$ cat config.mk
export PLATFORM = sky130hd
export DESIGN_NAME = hss_host_flat
export DESIGN_NICKNAME = d
export VERILOG_FILES = /design/src/hss_pkg.sv /design/src/hss_if.sv /design/src/hss_host.sv /design/src/flat_wrapper.sv
export SDC_FILE = /design/constraint.sdc
export NUM_CORES = 1
export LEC_CHECK = 0
export BUFFER_PORTS_ARGS = -buffer_cell sky130_fd_sc_hd__buf_2
export CAP_MARGIN = 20
export CORE_MARGIN = 2
export CORE_UTILIZATION = 34
export DETAILED_ROUTE_END_ITERATION = 16
export PLACE_DENSITY_LB_ADDON = 0.12
export SLEW_MARGIN = 10
export SYNTH_ARGS = -nofsm -noshare
export SYNTH_HDL_FRONTEND = slang
export SYNTH_SLANG_ARGS = --single-unit
$ cat constraint.sdc
create_clock -name sys_clk -period 2 [get_ports sys_clk]
set_input_delay 0.4 -clock sys_clk [delete_from_list [all_inputs] [get_ports sys_clk]]
set_output_delay 0.4 -clock sys_clk [all_outputs]
set_load 0.05 [all_outputs]
$ cat src/hss_pkg.sv
/*
  Shared constants and types for the halt and clock-stop standby control.
  Assumes a 50 MHz system clock and a synchronous, active high reset.
*/
package hss_pkg;
  // ----------------------------------------------------------------
  // Timing
  // ----------------------------------------------------------------
  localparam real CLK_MHZ     = 50.0;
  localparam real CE_FILT_US  = 187.5;
  localparam int  CE_FILT_CYC = int'($ceil(CE_FILT_US * CLK_MHZ));

  // ----------------------------------------------------------------
  // Instruction operands
  // ----------------------------------------------------------------
  localparam int        MASK_KEY  = 0;
  localparam int        MASK_TMR  = 1;
  localparam int        MASK_RSV  = 2;
  localparam int        MASK_INT  = 3;
  localparam logic[3:0] STOP_ARG  = 4'h0;
  localparam logic[3:0] MASK_NONE = 4'h0;

  typedef enum logic [1:0]
  {
    HSS_OP_HALT = 2'h1,
    HSS_OP_STOP = 2'h2
  } hss_op_t;

  // ----------------------------------------------------------------
  // Device control register holding the mode pin flag
  // ----------------------------------------------------------------
  localparam logic [5:0] CE_REG_ADDR = 6'h07;
  localparam int         CE_FLAG_BIT = 0;

  // ----------------------------------------------------------------
  // Controller registers on the AHB-Lite port
  // ----------------------------------------------------------------
  localparam logic [7:0] OFS_CTRL   = 8'h00;
  localparam logic [7:0] OFS_CMD    = 8'h04;
  localparam logic [7:0] OFS_STATUS = 8'h08;
  localparam int CTRL_CE     = 0;
  localparam int CTRL_ADCEN  = 1;
  localparam int CTRL_ADCLO  = 2;
  localparam int CTRL_KEYSRC = 4;
  localparam int CMD_HALT    = 0;
  localparam int CMD_STOP    = 1;
  localparam int CMD_MASKLO  = 8;
  localparam int ST_CEFLAG   = 0;
  localparam int ST_CPURUN   = 1;
  localparam int ST_OSCRUN   = 2;
  localparam int ST_BUSY     = 3;
endpackage

$ cat src/hss_if.sv
/*
  Link between the standby control device and its controller.
  Assumes both ends run on the same sys_clk.
*/
`timescale 1ns/10ps
interface hss_if
(
  input wire logic sys_clk
);
  logic       instrValid;
  logic [1:0] instrOp;
  logic [3:0] instrArg;
  logic       instrAccept;
  logic       ceDrive;
  logic [3:0] keyOut;
  logic [3:0] keyOe;
  logic       adcSelEn;
  logic [1:0] adcSelIdx;
  logic [5:0] regAddr;
  logic [3:0] regRdata;
  logic       cpuRun;
  logic       oscRun;

  modport dev
  (
    input  instrValid, instrOp, instrArg, ceDrive, keyOut, keyOe,
    input  adcSelEn, adcSelIdx, regAddr,
    output instrAccept, regRdata, cpuRun, oscRun
  );
  modport host
  (
    output instrValid, instrOp, instrArg, ceDrive, keyOut, keyOe,
    output adcSelEn, adcSelIdx, regAddr,
    input  instrAccept, regRdata, cpuRun, oscRun
  );
endinterface

$ cat src/hss_host.sv
/*
  Controller end: takes orders over AHB-Lite, drives the mode pin, the key
  source and converter select, and issues halt and clock-stop instructions.
  Assumes one AHB-Lite master, word transfers only, same sys_clk as the link.
*/
// Decided for this implementation: the address map and the AHB-Lite interface to the registers.
`timescale 1ns/10ps
module hss_host
(
  hss_if.host         link,
  input  wire logic        sys_clk,
  input  wire logic        srst,
  input  wire logic        hsel,
  input  wire logic [31:0] haddr,
  input  wire logic [1:0]  htrans,
  input  wire logic        hwrite,
  input  wire logic [2:0]  hsize,
  input  wire logic [31:0] hwdata,
  input  wire logic        hready,
  input  wire logic [3:0]  keyClosed,
  output logic             hreadyout,
  output logic [31:0]      hrdata,
  output logic             hresp
);
  // ----------------------------------------------------------------
  // State
  // ----------------------------------------------------------------
  typedef enum logic [2:0]
  {
    HS_IDLE  = 3'b001,
    HS_PREP  = 3'b010,
    HS_ISSUE = 3'b100
  } hss_host_state_t;

  typedef struct packed
  {
    hss_host_state_t st;
    logic        ce;
    logic        adcEn;
    logic [1:0]  adcIdx;
    logic        keySrc;
    logic [1:0]  op;
    logic [3:0]  arg;
    logic        wrPend;
    logic [7:0]  addr;
    logic [31:0] rdata;
  } hss_host_s_t;

  hss_host_s_t s_reg;
  hss_host_s_t s_next;
  logic        addrPhase;
  logic [3:0]  mask;
  logic        keySrcNow;

  assign addrPhase = hsel && htrans[1] && hready;
  // The reserved release bit is forced low whatever software writes.
  assign mask = hwdata[hss_pkg::CMD_MASKLO +: 4] & ~(4'h1 << hss_pkg::MASK_RSV); // RQ16

  always_comb
  begin
    s_next        = s_reg;
    s_next.wrPend = 1'b0;

    if (s_reg.wrPend && s_reg.addr == hss_pkg::OFS_CTRL)
    begin
      s_next.ce     = hwdata[hss_pkg::CTRL_CE];
      s_next.adcEn  = hwdata[hss_pkg::CTRL_ADCEN];
      s_next.adcIdx = hwdata[hss_pkg::CTRL_ADCLO +: 2];
      s_next.keySrc = hwdata[hss_pkg::CTRL_KEYSRC];
    end

    case (s_reg.st)
      HS_IDLE:
      begin
        // Commands written while busy are dropped.
        if (s_reg.wrPend && s_reg.addr == hss_pkg::OFS_CMD)
        begin
          if (hwdata[hss_pkg::CMD_HALT])
          begin
            s_next.op  = hss_pkg::HSS_OP_HALT;
            s_next.arg = mask;
            // A key halt first parks the source low for one cycle so that
            // every latch, the converter one included, settles low.
            s_next.st  = mask[hss_pkg::MASK_KEY] ? HS_PREP : HS_ISSUE; // RQ21
          end
          else if (hwdata[hss_pkg::CMD_STOP])
          begin
            s_next.op  = hss_pkg::HSS_OP_STOP;
            s_next.arg = hss_pkg::STOP_ARG; // RQ1
            s_next.st  = HS_ISSUE;
          end
        end
      end
      HS_PREP:
      begin
        s_next.keySrc = 1'b1; // RQ20
        s_next.st     = HS_ISSUE;
      end
      HS_ISSUE:
      begin
        if (link.instrAccept)
        begin
          s_next.st = HS_IDLE;
        end
      end
      default:
      begin
        s_next.st = HS_IDLE;
      end
    endcase

    if (addrPhase)
    begin
      s_next.wrPend = hwrite;
      s_next.addr   = haddr[7:0];
      s_next.rdata  = '0;
      case (haddr[7:0])
        hss_pkg::OFS_CTRL:
        begin
          s_next.rdata[hss_pkg::CTRL_CE]          = s_reg.ce;
          s_next.rdata[hss_pkg::CTRL_ADCEN]       = s_reg.adcEn;
          s_next.rdata[hss_pkg::CTRL_ADCLO +: 2]  = s_reg.adcIdx;
          s_next.rdata[hss_pkg::CTRL_KEYSRC]      = s_reg.keySrc;
        end
        hss_pkg::OFS_STATUS:
        begin
          s_next.rdata[hss_pkg::ST_CEFLAG] = link.regRdata[hss_pkg::CE_FLAG_BIT];
          s_next.rdata[hss_pkg::ST_CPURUN] = link.cpuRun;
          s_next.rdata[hss_pkg::ST_OSCRUN] = link.oscRun;
          s_next.rdata[hss_pkg::ST_BUSY]   = (s_reg.st != HS_IDLE);
        end
        default:
        begin
          s_next.rdata = '0;
        end
      endcase
    end
  end

  always_ff @(posedge sys_clk)
  begin
    if (srst)
    begin
      s_reg.st     <= HS_IDLE;
      s_reg.ce     <= 1'b0;
      s_reg.adcEn  <= 1'b0;
      s_reg.adcIdx <= 2'h0;
      s_reg.keySrc <= 1'b0;
      s_reg.op     <= 2'h0;
      s_reg.arg    <= 4'h0;
      s_reg.wrPend <= 1'b0;
      s_reg.addr   <= 8'h00;
      s_reg.rdata  <= 32'h0000_0000;
    end
    else
    begin
      s_reg <= s_next;
    end
  end

  // ----------------------------------------------------------------
  // Outputs
  // ----------------------------------------------------------------
  assign keySrcNow      = s_reg.keySrc && (s_reg.st != HS_PREP);
  assign link.keyOut    = keyClosed & {4{keySrcNow}};
  assign link.keyOe     = keyClosed & {4{keySrcNow}};
  assign link.adcSelEn  = s_reg.adcEn && (s_reg.st != HS_PREP);
  assign link.adcSelIdx = s_reg.adcIdx;
  assign link.ceDrive   = s_reg.ce;
  assign link.regAddr   = hss_pkg::CE_REG_ADDR;
  assign link.instrValid = (s_reg.st == HS_ISSUE);
  assign link.instrOp   = s_reg.op;
  assign link.instrArg  = s_reg.arg;
  assign hreadyout      = 1'b1;
  assign hresp          = 1'b0;
  assign hrdata         = s_reg.rdata;
endmodule

$ cat src/flat_wrapper.sv
// flat-port wrapper written by rule: the top's interface ports become plain ports
module hss_host_flat 
  (sys_clk, srst, hsel, haddr, htrans, hwrite, hsize, hwdata, hready, keyClosed, hreadyout, hrdata, hresp, link_instrValid, link_instrOp, link_instrArg, link_ceDrive, link_keyOut, link_keyOe, link_adcSelEn, link_adcSelIdx, link_regAddr, link_instrAccept, link_regRdata, link_cpuRun, link_oscRun);
  hss_if link_i (.sys_clk(sys_clk));
  input  wire logic sys_clk;
  input  wire logic srst;
  input  wire logic hsel;
  input  wire logic [31:0] haddr;
  input  wire logic [1:0] htrans;
  input  wire logic hwrite;
  input  wire logic [2:0] hsize;
  input  wire logic [31:0] hwdata;
  input  wire logic hready;
  input  wire logic [3:0] keyClosed;
  output logic hreadyout;
  output logic [31:0] hrdata;
  output logic hresp;
  output wire logic [$bits(link_i.instrValid)-1:0] link_instrValid;
  output wire logic [$bits(link_i.instrOp)-1:0] link_instrOp;
  output wire logic [$bits(link_i.instrArg)-1:0] link_instrArg;
  output wire logic [$bits(link_i.ceDrive)-1:0] link_ceDrive;
  output wire logic [$bits(link_i.keyOut)-1:0] link_keyOut;
  output wire logic [$bits(link_i.keyOe)-1:0] link_keyOe;
  output wire logic [$bits(link_i.adcSelEn)-1:0] link_adcSelEn;
  output wire logic [$bits(link_i.adcSelIdx)-1:0] link_adcSelIdx;
  output wire logic [$bits(link_i.regAddr)-1:0] link_regAddr;
  input wire logic [$bits(link_i.instrAccept)-1:0] link_instrAccept;
  input wire logic [$bits(link_i.regRdata)-1:0] link_regRdata;
  input wire logic [$bits(link_i.cpuRun)-1:0] link_cpuRun;
  input wire logic [$bits(link_i.oscRun)-1:0] link_oscRun;
  assign link_instrValid = link_i.instrValid;
  assign link_instrOp = link_i.instrOp;
  assign link_instrArg = link_i.instrArg;
  assign link_ceDrive = link_i.ceDrive;
  assign link_keyOut = link_i.keyOut;
  assign link_keyOe = link_i.keyOe;
  assign link_adcSelEn = link_i.adcSelEn;
  assign link_adcSelIdx = link_i.adcSelIdx;
  assign link_regAddr = link_i.regAddr;
  assign link_i.instrAccept = link_instrAccept;
  assign link_i.regRdata = link_regRdata;
  assign link_i.cpuRun = link_cpuRun;
  assign link_i.oscRun = link_oscRun;
  hss_host u_core (.link(link_i), .sys_clk(sys_clk), .srst(srst), .hsel(hsel), .haddr(haddr), .htrans(htrans), .hwrite(hwrite), .hsize(hsize), .hwdata(hwdata), .hready(hready), .keyClosed(keyClosed), .hreadyout(hreadyout), .hrdata(hrdata), .hresp(hresp));
endmodule
# Word level (Yosys, flattened, before mapping)
# Index checks and enable logic that the tools add are counted.
[op_classes] n_eq_ne=10 muxes=12 n_bitwise=2 reduce_logical=13
[op_table] operator="$logic_not A8 Y1" n=2
[op_table] operator="$mux W3" n=5
[op_table] operator="$mux W6" n=2
[op_table] operator="$pmux W3 S3" n=1
[op_table] operator="$eq A8 B3 Y1 const B" n=1
[op_table] operator="$eq A8 B4 Y1 const B" n=1
[op_table] operator="$pmux W4 S2" n=1
[op_table] operator="$logic_and A1 B1 Y1" n=6
[op_table] operator="$reduce_and A3 Y1" n=2
[op_table] operator="$and A4 B4 Y4" n=1
[op_table] operator="$ne A2 B1 Y1 const B" n=2
[op_table] operator="$reduce_bool A2 Y1" n=2
[op_table] operator="$eq A3 B1 Y1 const B" n=1
[op_table] operator="$eq A3 B2 Y1 const B" n=1
[op_table] operator="$eq A3 B3 Y1 const B" n=1
[op_table] operator="$mux W1" n=3
[op_table] operator="$ne A3 B1 Y1 const B" n=1
[op_table] operator="$ne A3 B2 Y1 const B" n=1
[op_table] operator="$ne A3 B3 Y1 const B" n=1
[op_table] operator="$reduce_or A2 Y1" n=1
[op_table] operator="$not A1 Y1" n=1
[word_totals] reg_bits=28 input_bits=85 out_inout_bits=59 wordCells=47

# Depth between registers and ports, before layout
# Gate-level depths: netlist of run 1.
[depth] ltp_word=4 mapped_depth=4 ltp_nobuf=3

# Least setup slack after synthesis of run 1
# No wires, ideal clock.
[synth_timing] path_kind="register to output" from="register u_core.s_reg[54] in the netlist's numbering" to="output port link_instrValid" arrival_time_ns=1.519 required_ns=1.600 slack_ns=0.081 stages_incl_launch_ff=2 n_path_buf=0 path_cell_list="dfxtp_1 -> nor3b_1"
[synth_between] elab_chain_len=1
[synth_rtl] element="start, declared" line="hss_host.sv:49" source="hss_host_s_t s_reg;"
[synth_rtl] element="start signal, assigned" line="hss_host.sv:157" source="s_reg <= s_next;"
[synth_rtl] element="$eq A3 B3 Y1" line="hss_host.sv:171" source="assign link.instrValid = (s_reg.st == HS_ISSUE);"
[synth_rtl] element="end, declared" line="flat_wrapper.sv:18" source="output wire logic [$bits(link_i.instrValid)-1:0] link_instrValid;"
# Every way passes these cells.

# Final worst setup path of run 1
[layout_timing] from="register u_core.s_reg[54] in the netlist's numbering" to="output port link_keyOe[1]"
[layout_between] elab_chain_len=3
[layout_rtl] element="$ne A3 B2 Y1" line="hss_host.sv:164" source="assign keySrcNow = s_reg.keySrc && (s_reg.st != HS_PREP);"
[layout_rtl] element="$logic_and A1 B1 Y1" line="hss_host.sv:164"
[layout_rtl] element="$and A4 B4 Y4" line="hss_host.sv:166" source="assign link.keyOe = keyClosed & {4{keySrcNow}};"
[layout_rtl] element="end, declared" line="flat_wrapper.sv:23" source="output wire logic [$bits(link_i.keyOe)-1:0] link_keyOe;"
# Every way passes these cells.

==> results of run 1 <==
## per-layer routing
layer	vias up	track usage (%)	wire length (um)
met1	588	17.05	1577
met4	0	4.938	59
li1	651	-	-
met2	59	21.42	1610
met5	-	0	0
met3	5	2.210	247
## kinds of logic (layout without fill, tap and decap cells)
kind of cell           Yosys count  count (layout)  synth area share, %
AOI/OAI and AO/OA               25              25                9.378
buffers and inverters           61              66                26.21
DFF                             27              27                33.21
muxes                           10              10                6.995
other                            2              36               0.4614
and+or+nand+nor                 68              68                23.75
## final cells by class
cell class | instances | area share [%]
sequential | 27 | 30.49
tap | 54 | 3.803
multi-input combinational | 139 | 44.51
inverter | 1 | 0.2113
timing repair buffer | 61 | 18.45
clock buffer | 4 | 2.535
## worst min-delay path by stage
stage | end | slack [ns] | depth (start not counted)
floorplan | u_core.hrdata[0]$_SDFFE_PP0N_ | 0.43 | 2
global placement | u_core.hrdata[2]$_SDFFE_PP0N_ | 0.44 | 2
detailed placement | u_core.hrdata[1]$_SDFFE_PP0N_ | 0.44 | 2
CTS | u_core.s_reg[40]$_SDFF_PP0_ | 0.35 | 2
global route | u_core.link.instrArg[1]$_SDFFE_PP0P_ | 0.36 | 3
finish | u_core.s_reg[40]$_SDFF_PP0_ | 0.36 | 2
## power by group
part | leakage, nW | internal [W] | switching [W]
combinational | 0.602 | 0.0000484 | 0.000212
sequential | 0.219 | 0.000544 | 0.00000503
clock | 0.0228 | 0.000143 | 0.000168
## metrics by stage
stage	instances	setup slack [ns]	instance area, um^2	hold slack, ns	util [%]
2_1_floorplan	227	0.08076	1755	0.4323	-
3_3_place_gp	282	0.1639	1728	0.4430	37.07
3_5_place_dp	282	0.1723	1728	0.4446	37.07
4_1_cts	286	0.09977	1777	0.3510	38.12
5_1_grt	286	0.05551	1777	0.3626	38.12
6_report	286	0.1155	1777	0.3562	38.12
## cell usage after synthesis (2+ instances only)
cell type,number,area [um^2]
nor4_1,2,12.51
or3b_2,2,17.52
dfxtp_1,27,540.5
nor3_1,2,10.01
a21oi_1,15,75.07
nor2_1,4,15.01
clkbuf_1,6,22.52
nand4b_1,3,26.28
buf_4,52,390.4
nor4b_1,2,17.52
mux2i_1,5,50.05
mux2_4,2,30.03
nor3b_1,2,15.01
conb_1,2,7.510
nand3_1,2,10.01
nand2_1,29,108.9
mux2_2,3,33.78
clkbuf_2,2,10.01
and3_1,6,37.54
o31ai_1,4,30.03
nand4_1,4,25.02
nor2b_1,4,25.02
==> impl_metrics.py, run 1 <==
metrics = {
    "outcome": {
        "status": "completed",
    },
    "timing": {
        "fin_crit_sh_pct": 94.23,
        "hold_viol_final": 0,
        "max_freq_mhz": 530.6,
        "worst_pin_slew_ns": 0.5846,
        "maxSlewHeadroom_pct": 60.73,
        "post-route-min-period_ns": 1.885,
        "tns_ns": 0,
        "setup_viol": 0,
        "report.final.slew_viol_count": 0,
        "rsz0062_at_grt": "false",
        "clock_skew_ns": 0.002406,
    },
    "placement": {
        "place_congestion": 0.7291,
        "hpwlAfterDp_um": 2676,
        "port_buffers": 52,
    },
    "worst_setup_path": {
        "cp_num_cells": 3,
        "crit_fanout": 6,
        "reg2regPathDepth": 3,
        "crit_buf_inv": 1,
        "end_kind": "primary output",
        "critPathRequiredTime_ns": 1.60,
        "rrSetupSlack_ns": 0.17,
        "crit_slowest_cell": "or3b_4",
        "critPathLaunchType": "flip-flop",
        "critical-path-top-delay-family": "simple AND/OR/NAND/NOR gates",
        "endpoint": "link_keyOe[1]",
        "r2r_end": "u_core.link.instrOp[1]$_SDFFE_PP0P_",
        "crit_chain": "or3b_4 -> and3_1 -> buf_2",
        "crit_type": "reg -> out",
        "critPathLaunch": "u_core.s_reg[54]$_SDFFE_PP0P_",
        "cp.arrival_ns": 1.48,
        "rr_startpoint": "u_core.s_reg[37]$_SDFFE_PP0N_",
        "critPathMaxStageDelay_ns": 0.44,
    },
    "clocking": {
        "cts_tree": "done",
        "cts.sinks": 27,
        "cts.htree.levels": 1,
        "cts_buffers": 3,
        "clkTransAtPathRegs_ns": 0.09,
        "cts_hold_buf": 0,
        "cts_resized": 2,
        "cts_setup_buffers": 0,
        "clock_latency_ns": 0.27,
        "clk_path_buf_depth": 2,
        "clock_tree.root_cell": "clkbuf_8",
    },
    "job": {
        "cap_violations": 0,
    },
    "detailed_routing": {
        "viasPerCell": 4.556,
        "first_iter_violations": 44,
        "vias": 1303,
        "wl_per_cell_um": 12.22,
        "drt_pass1_iterations": 4,
        "routed_wl_um": 3495,
        "drtAntennaViolNets": 0,
        "drc": 0,
    },
    "floorplanning": {
        "die_w_um": 73.20,
        "die_h_um": 73.20,
        "start_util_pct": 34.93,
        "io-pin-count": 144,
        "fp.dieArea_um2": 5358,
        "rows": 25,
        "fp.coreArea_um2": 4661,
    },
    "final_layout": {
        "multi_input_area_um2": 790.8,
        "n_fill_cell": 513,
        "final_common_cell": "buf_2",
        "nets": 318,
        "largest_register_ffs": 14,
        "diodes": 0,
        "drive_above_1_share_pct": 31.90,
        "seq_area_um2": 541.8,
        "area_delta_synth_final_pct": 9.147,
        "layout_common_cells": "buf_2, conb_1, nand2_1, dfxtp_1, a21oi_1",
    },
    "grt": {
        "grt_use_total_pct": 13.05,
        "overflow": 0,
        "grt_pass1_vias": 1140,
        "grt_max_degree": 25,
        "antenna_found_initial": 0,
        "grt_pass1_wl_um": 5347,
    },
    "power": {
        "p_total_w": 0.001121,
        "irDropWorstVdd_v": 0.0002458,
        "power_leakage_nw": 0.8436,
        "powerDensity_nw_per_um2": 630.8,
    },
    "logic_synthesis": {
        "synth_cells": 193,
        "yosysSeqAreaShare_pct": 33.21,
        "synthArstFlopShare_pct": 0,
        "ys_types": 35,
        "synth_ff_type": "dfxtp_1",
        "syn_area_per_cell_um2": 8.434,
        "netlist_area_um2": 1628,
        "synth_enable_flop_cells": 0,
        "synth_seq_cells": 27,
        "yosys_warnings": 0,
    },
    "min_path": {
        "worstHoldPathType": "in -> reg",
        "hold_start": "hwrite",
    },
}
(Power assumes the default switching activity.)
==> inputs of run 2 (changes only) <==
--- a/config.mk
+++ b/config.mk
@@ -5,10 +5,11 @@
 export SDC_FILE = /design/constraint.sdc
 export NUM_CORES = 1
 export LEC_CHECK = 0
+export ABC_AREA = 1
 export BUFFER_PORTS_ARGS = -buffer_cell sky130_fd_sc_hd__buf_2
 export CAP_MARGIN = 20
 export CORE_MARGIN = 2
-export CORE_UTILIZATION = 34
+export CORE_UTILIZATION = 35
 export DETAILED_ROUTE_END_ITERATION = 16
 export PLACE_DENSITY_LB_ADDON = 0.12
 export SLEW_MARGIN = 10
==> impl_metrics.py, run 2 <==
metrics = {
    "outcome": {
        "status": "completed",
    },
    "logic_synthesis": {
        "yosysSeqAreaShare_pct": 31.37,
        "syn_area_per_cell_um2": 6.837,
        "synthArstFlopShare_pct": 0,
        "yosysMostFrequentCell": "buf_4",
        "synth_enable_flop_cells": 0,
        "yosys_warnings": 0,
        "synth_common_cells": "buf_4, nand2_1, inv_1",
        "ys_types": 22,
        "synth.area.top_cells": "dfxtp_1, buf_4, nand2_1, inv_1, nor2_1",
        "synth_cells": 252,
        "synth_seq_cells": 27,
        "yosys.area.top_type": "dfxtp_1",
        "yosys.area.top_type_share_pct": 31.37,
        "synth_ff_type": "dfxtp_1",
        "netlist_area_um2": 1723,
    },
    "grt": {
        "grt_util_met1_pct": 16.23,
        "antenna_found_initial": 0,
        "grt_max_degree": 15,
        "met3_usage_pct": 3.252,
        "use_met2_pct": 19.05,
        "overflow": 0,
        "grt_pass1_wl_um": 5126,
        "grt_pass1_vias": 1182,
        "grt-busiest-layer": "met2",
        "grt_use_total_pct": 11.92,
    },
    "worst_setup_path": {
        "crit_fanout": 5,
        "end_kind": "primary output",
        "rrSetupSlack_ns": 0.76,
        "critPathRequiredTime_ns": 1.60,
        "crit_type": "reg -> out",
        "rr_startpoint": "u_core.s_reg[52]$_SDFFE_PP1P_",
        "critPathLaunchType": "flip-flop",
        "cp.arrival_ns": 1.39,
        "r2r_end": "u_core.hrdata[3]$_SDFFE_PP0N_",
        "reg2regPathDepth": 7,
    },
    "final_layout": {
        "final_area_um2": 1842,
        "area_delta_synth_final_pct": 6.899,
        "nets": 374,
        "diodes": 0,
        "multi_input_area_um2": 769.5,
        "final_util_pct": 38.99,
        "final_common_cell": "buf_2",
        "drive_above_1_share_pct": 23.96,
        "seq_area_um2": 540.5,
        "layout_common_cells": "buf_2, nand2_1, conb_1, inv_1, dfxtp_1",
        "largest_register_ffs": 14,
        "n_fill_cell": 550,
    },
    "detailed_routing": {
        "drt_pass1_iterations": 4,
        "drc": 0,
        "wl_per_cell_um": 9.330,
        "viasPerCell": 3.966,
        "drtAntennaViolNets": 0,
        "routed_wl_um": 3312,
        "first_iter_violations": 35,
        "vias": 1408,
    },
    "min_path": {
        "worstHoldPathType": "in -> reg",
        "holdPathEnd": "u_core.s_reg[40]$_SDFF_PP0_",
        "hold_start": "hwrite",
        "whs_path_depth": 3,
    },
    "placement": {
        "pre_cts_slack_ns": 0.4974,
        "hpwlAfterDp_um": 2677,
        "port_buffers": 52,
        "place_congestion": 0.8032,
        "post_dp_cell_area_um2": 1797,
    },
    "power": {
        "irDropWorstVdd_v": 0.0002958,
        "powerDensity_nw_per_um2": 633.4,
        "power_leakage_nw": 1.000,
        "p_total_w": 0.001167,
    },
    "clocking": {
        "cts_setup_buffers": 0,
        "cts.sinks": 27,
        "cts_tree": "done",
        "clkTransAtPathRegs_ns": 0.09,
        "clock_tree.root_cell": "clkbuf_8",
        "cts_buffers": 3,
        "cts_hold_buf": 0,
        "cts_resized": 0,
        "clock_latency_ns": 0.27,
        "cts.htree.levels": 1,
        "clk_path_buf_depth": 2,
    },
    "timing": {
        "tns_ns": 0,
        "fin_crit_sh_pct": 89.74,
        "post-route-min-period_ns": 1.795,
        "max_freq_mhz": 557.2,
        "rsz0062_at_grt": "false",
        "clock_skew_ns": 0.004555,
        "hold_viol_final": 0,
        "setup_slack_ns": 0.2052,
        "report.final.slew_viol_count": 0,
        "setup_viol": 0,
    },
    "floorplanning": {
        "fp.coreArea_um2": 4723,
        "fp.dieArea_um2": 5500,
        "start_util_pct": 36.48,
        "io-pin-count": 144,
        "die_h_um": 74.16,
        "rows": 25,
        "die_w_um": 74.16,
    },
    "job": {
        "cap_violations": 0,
    },
}
==> run 2: changes by cell type after synthesis, moves of 4 or more <==
cell / change
nor2_2: +5
inv_1: +31
nand2_1: +18
a21oi_1: -4
nand3_1: +12
o21ai_0: +9
mux2i_1: -5
nor2b_1: -4
nor2_1: +22
o31ai_1: -4
and3_1: -6
clkbuf_1: -6
==> run 2: layout make-up <==
class                   instances  share of cell area (%)
well taps                      67                   4.552
flip-flops and latches         27                   29.35
repair buffers                 54                   14.95
clock buffers                   4                   2.446
inverters                      34                   6.929
multi-input cells             169                   41.78
==> run 2: kinds of logic (layout without fill, tap and decap cells) <==
| family | count (synthesis) | in the layout | share of synthesized area, % |
|---|---|---|---|
| DFF | 27 | 27 | 31.37 |
| buffers and inverters | 90 | 92 | 31.37 |
| and+or+nand+nor | 109 | 109 | 29.27 |
| AOI/OAI and AO/OA | 24 | 24 | 7.552 |
| other | 2 | 36 | 0.4359 |
==> run 2: metrics by stage <==
step / hold slack [ns] / cells
2_1_floorplan: 0.4414 / 286
3_3_place_gp: 0.4538 / 351
3_5_place_dp: 0.4583 / 351
4_1_cts: 0.3532 / 355
5_1_grt: 0.3517 / 355
6_report: 0.3652 / 355
==> run 2: per-layer routing <==
metal  vias to the layer above  part of all wire (%)
met3                         2                   6.2
met2                        41                    46
met1                       605                    48
met4                         0                  0.57
li1                        760                     -
met5                         -                     0
==> run 2: critical path, cell delays in order (launching register included) <==
cell and delay (ns):
dfxtp_1 0.38, inv_1 0.07, nand3_1 0.14, nand2_1 0.13, nor2_1 0.13, buf_2 0.28
==> run 2: how the worst max path moves through the flow <==
stage,start,to,cells past startpoint
floorplan,u_core.s_reg[54]$_SDFFE_PP0P_,link_keyOut[0],5
global placement,u_core.s_reg[54]$_SDFFE_PP0P_,link_keyOut[3],5
detailed placement,u_core.s_reg[54]$_SDFFE_PP0P_,link_keyOe[0],5
CTS,u_core.s_reg[54]$_SDFFE_PP0P_,link_keyOe[0],5
global route,u_core.s_reg[54]$_SDFFE_PP0P_,link_keyOe[0],5
finish,u_core.s_reg[54]$_SDFFE_PP0P_,link_keyOe[3],5
==> run 2: power breakdown <==
group          switching, W  internal (W)  leakage [nW]
Clock              0.000168      0.000143        0.0228
Combinational      0.000246     0.0000509         0.759
Sequential       0.00000766      0.000552         0.219
Total              0.000421      0.000745          1.00
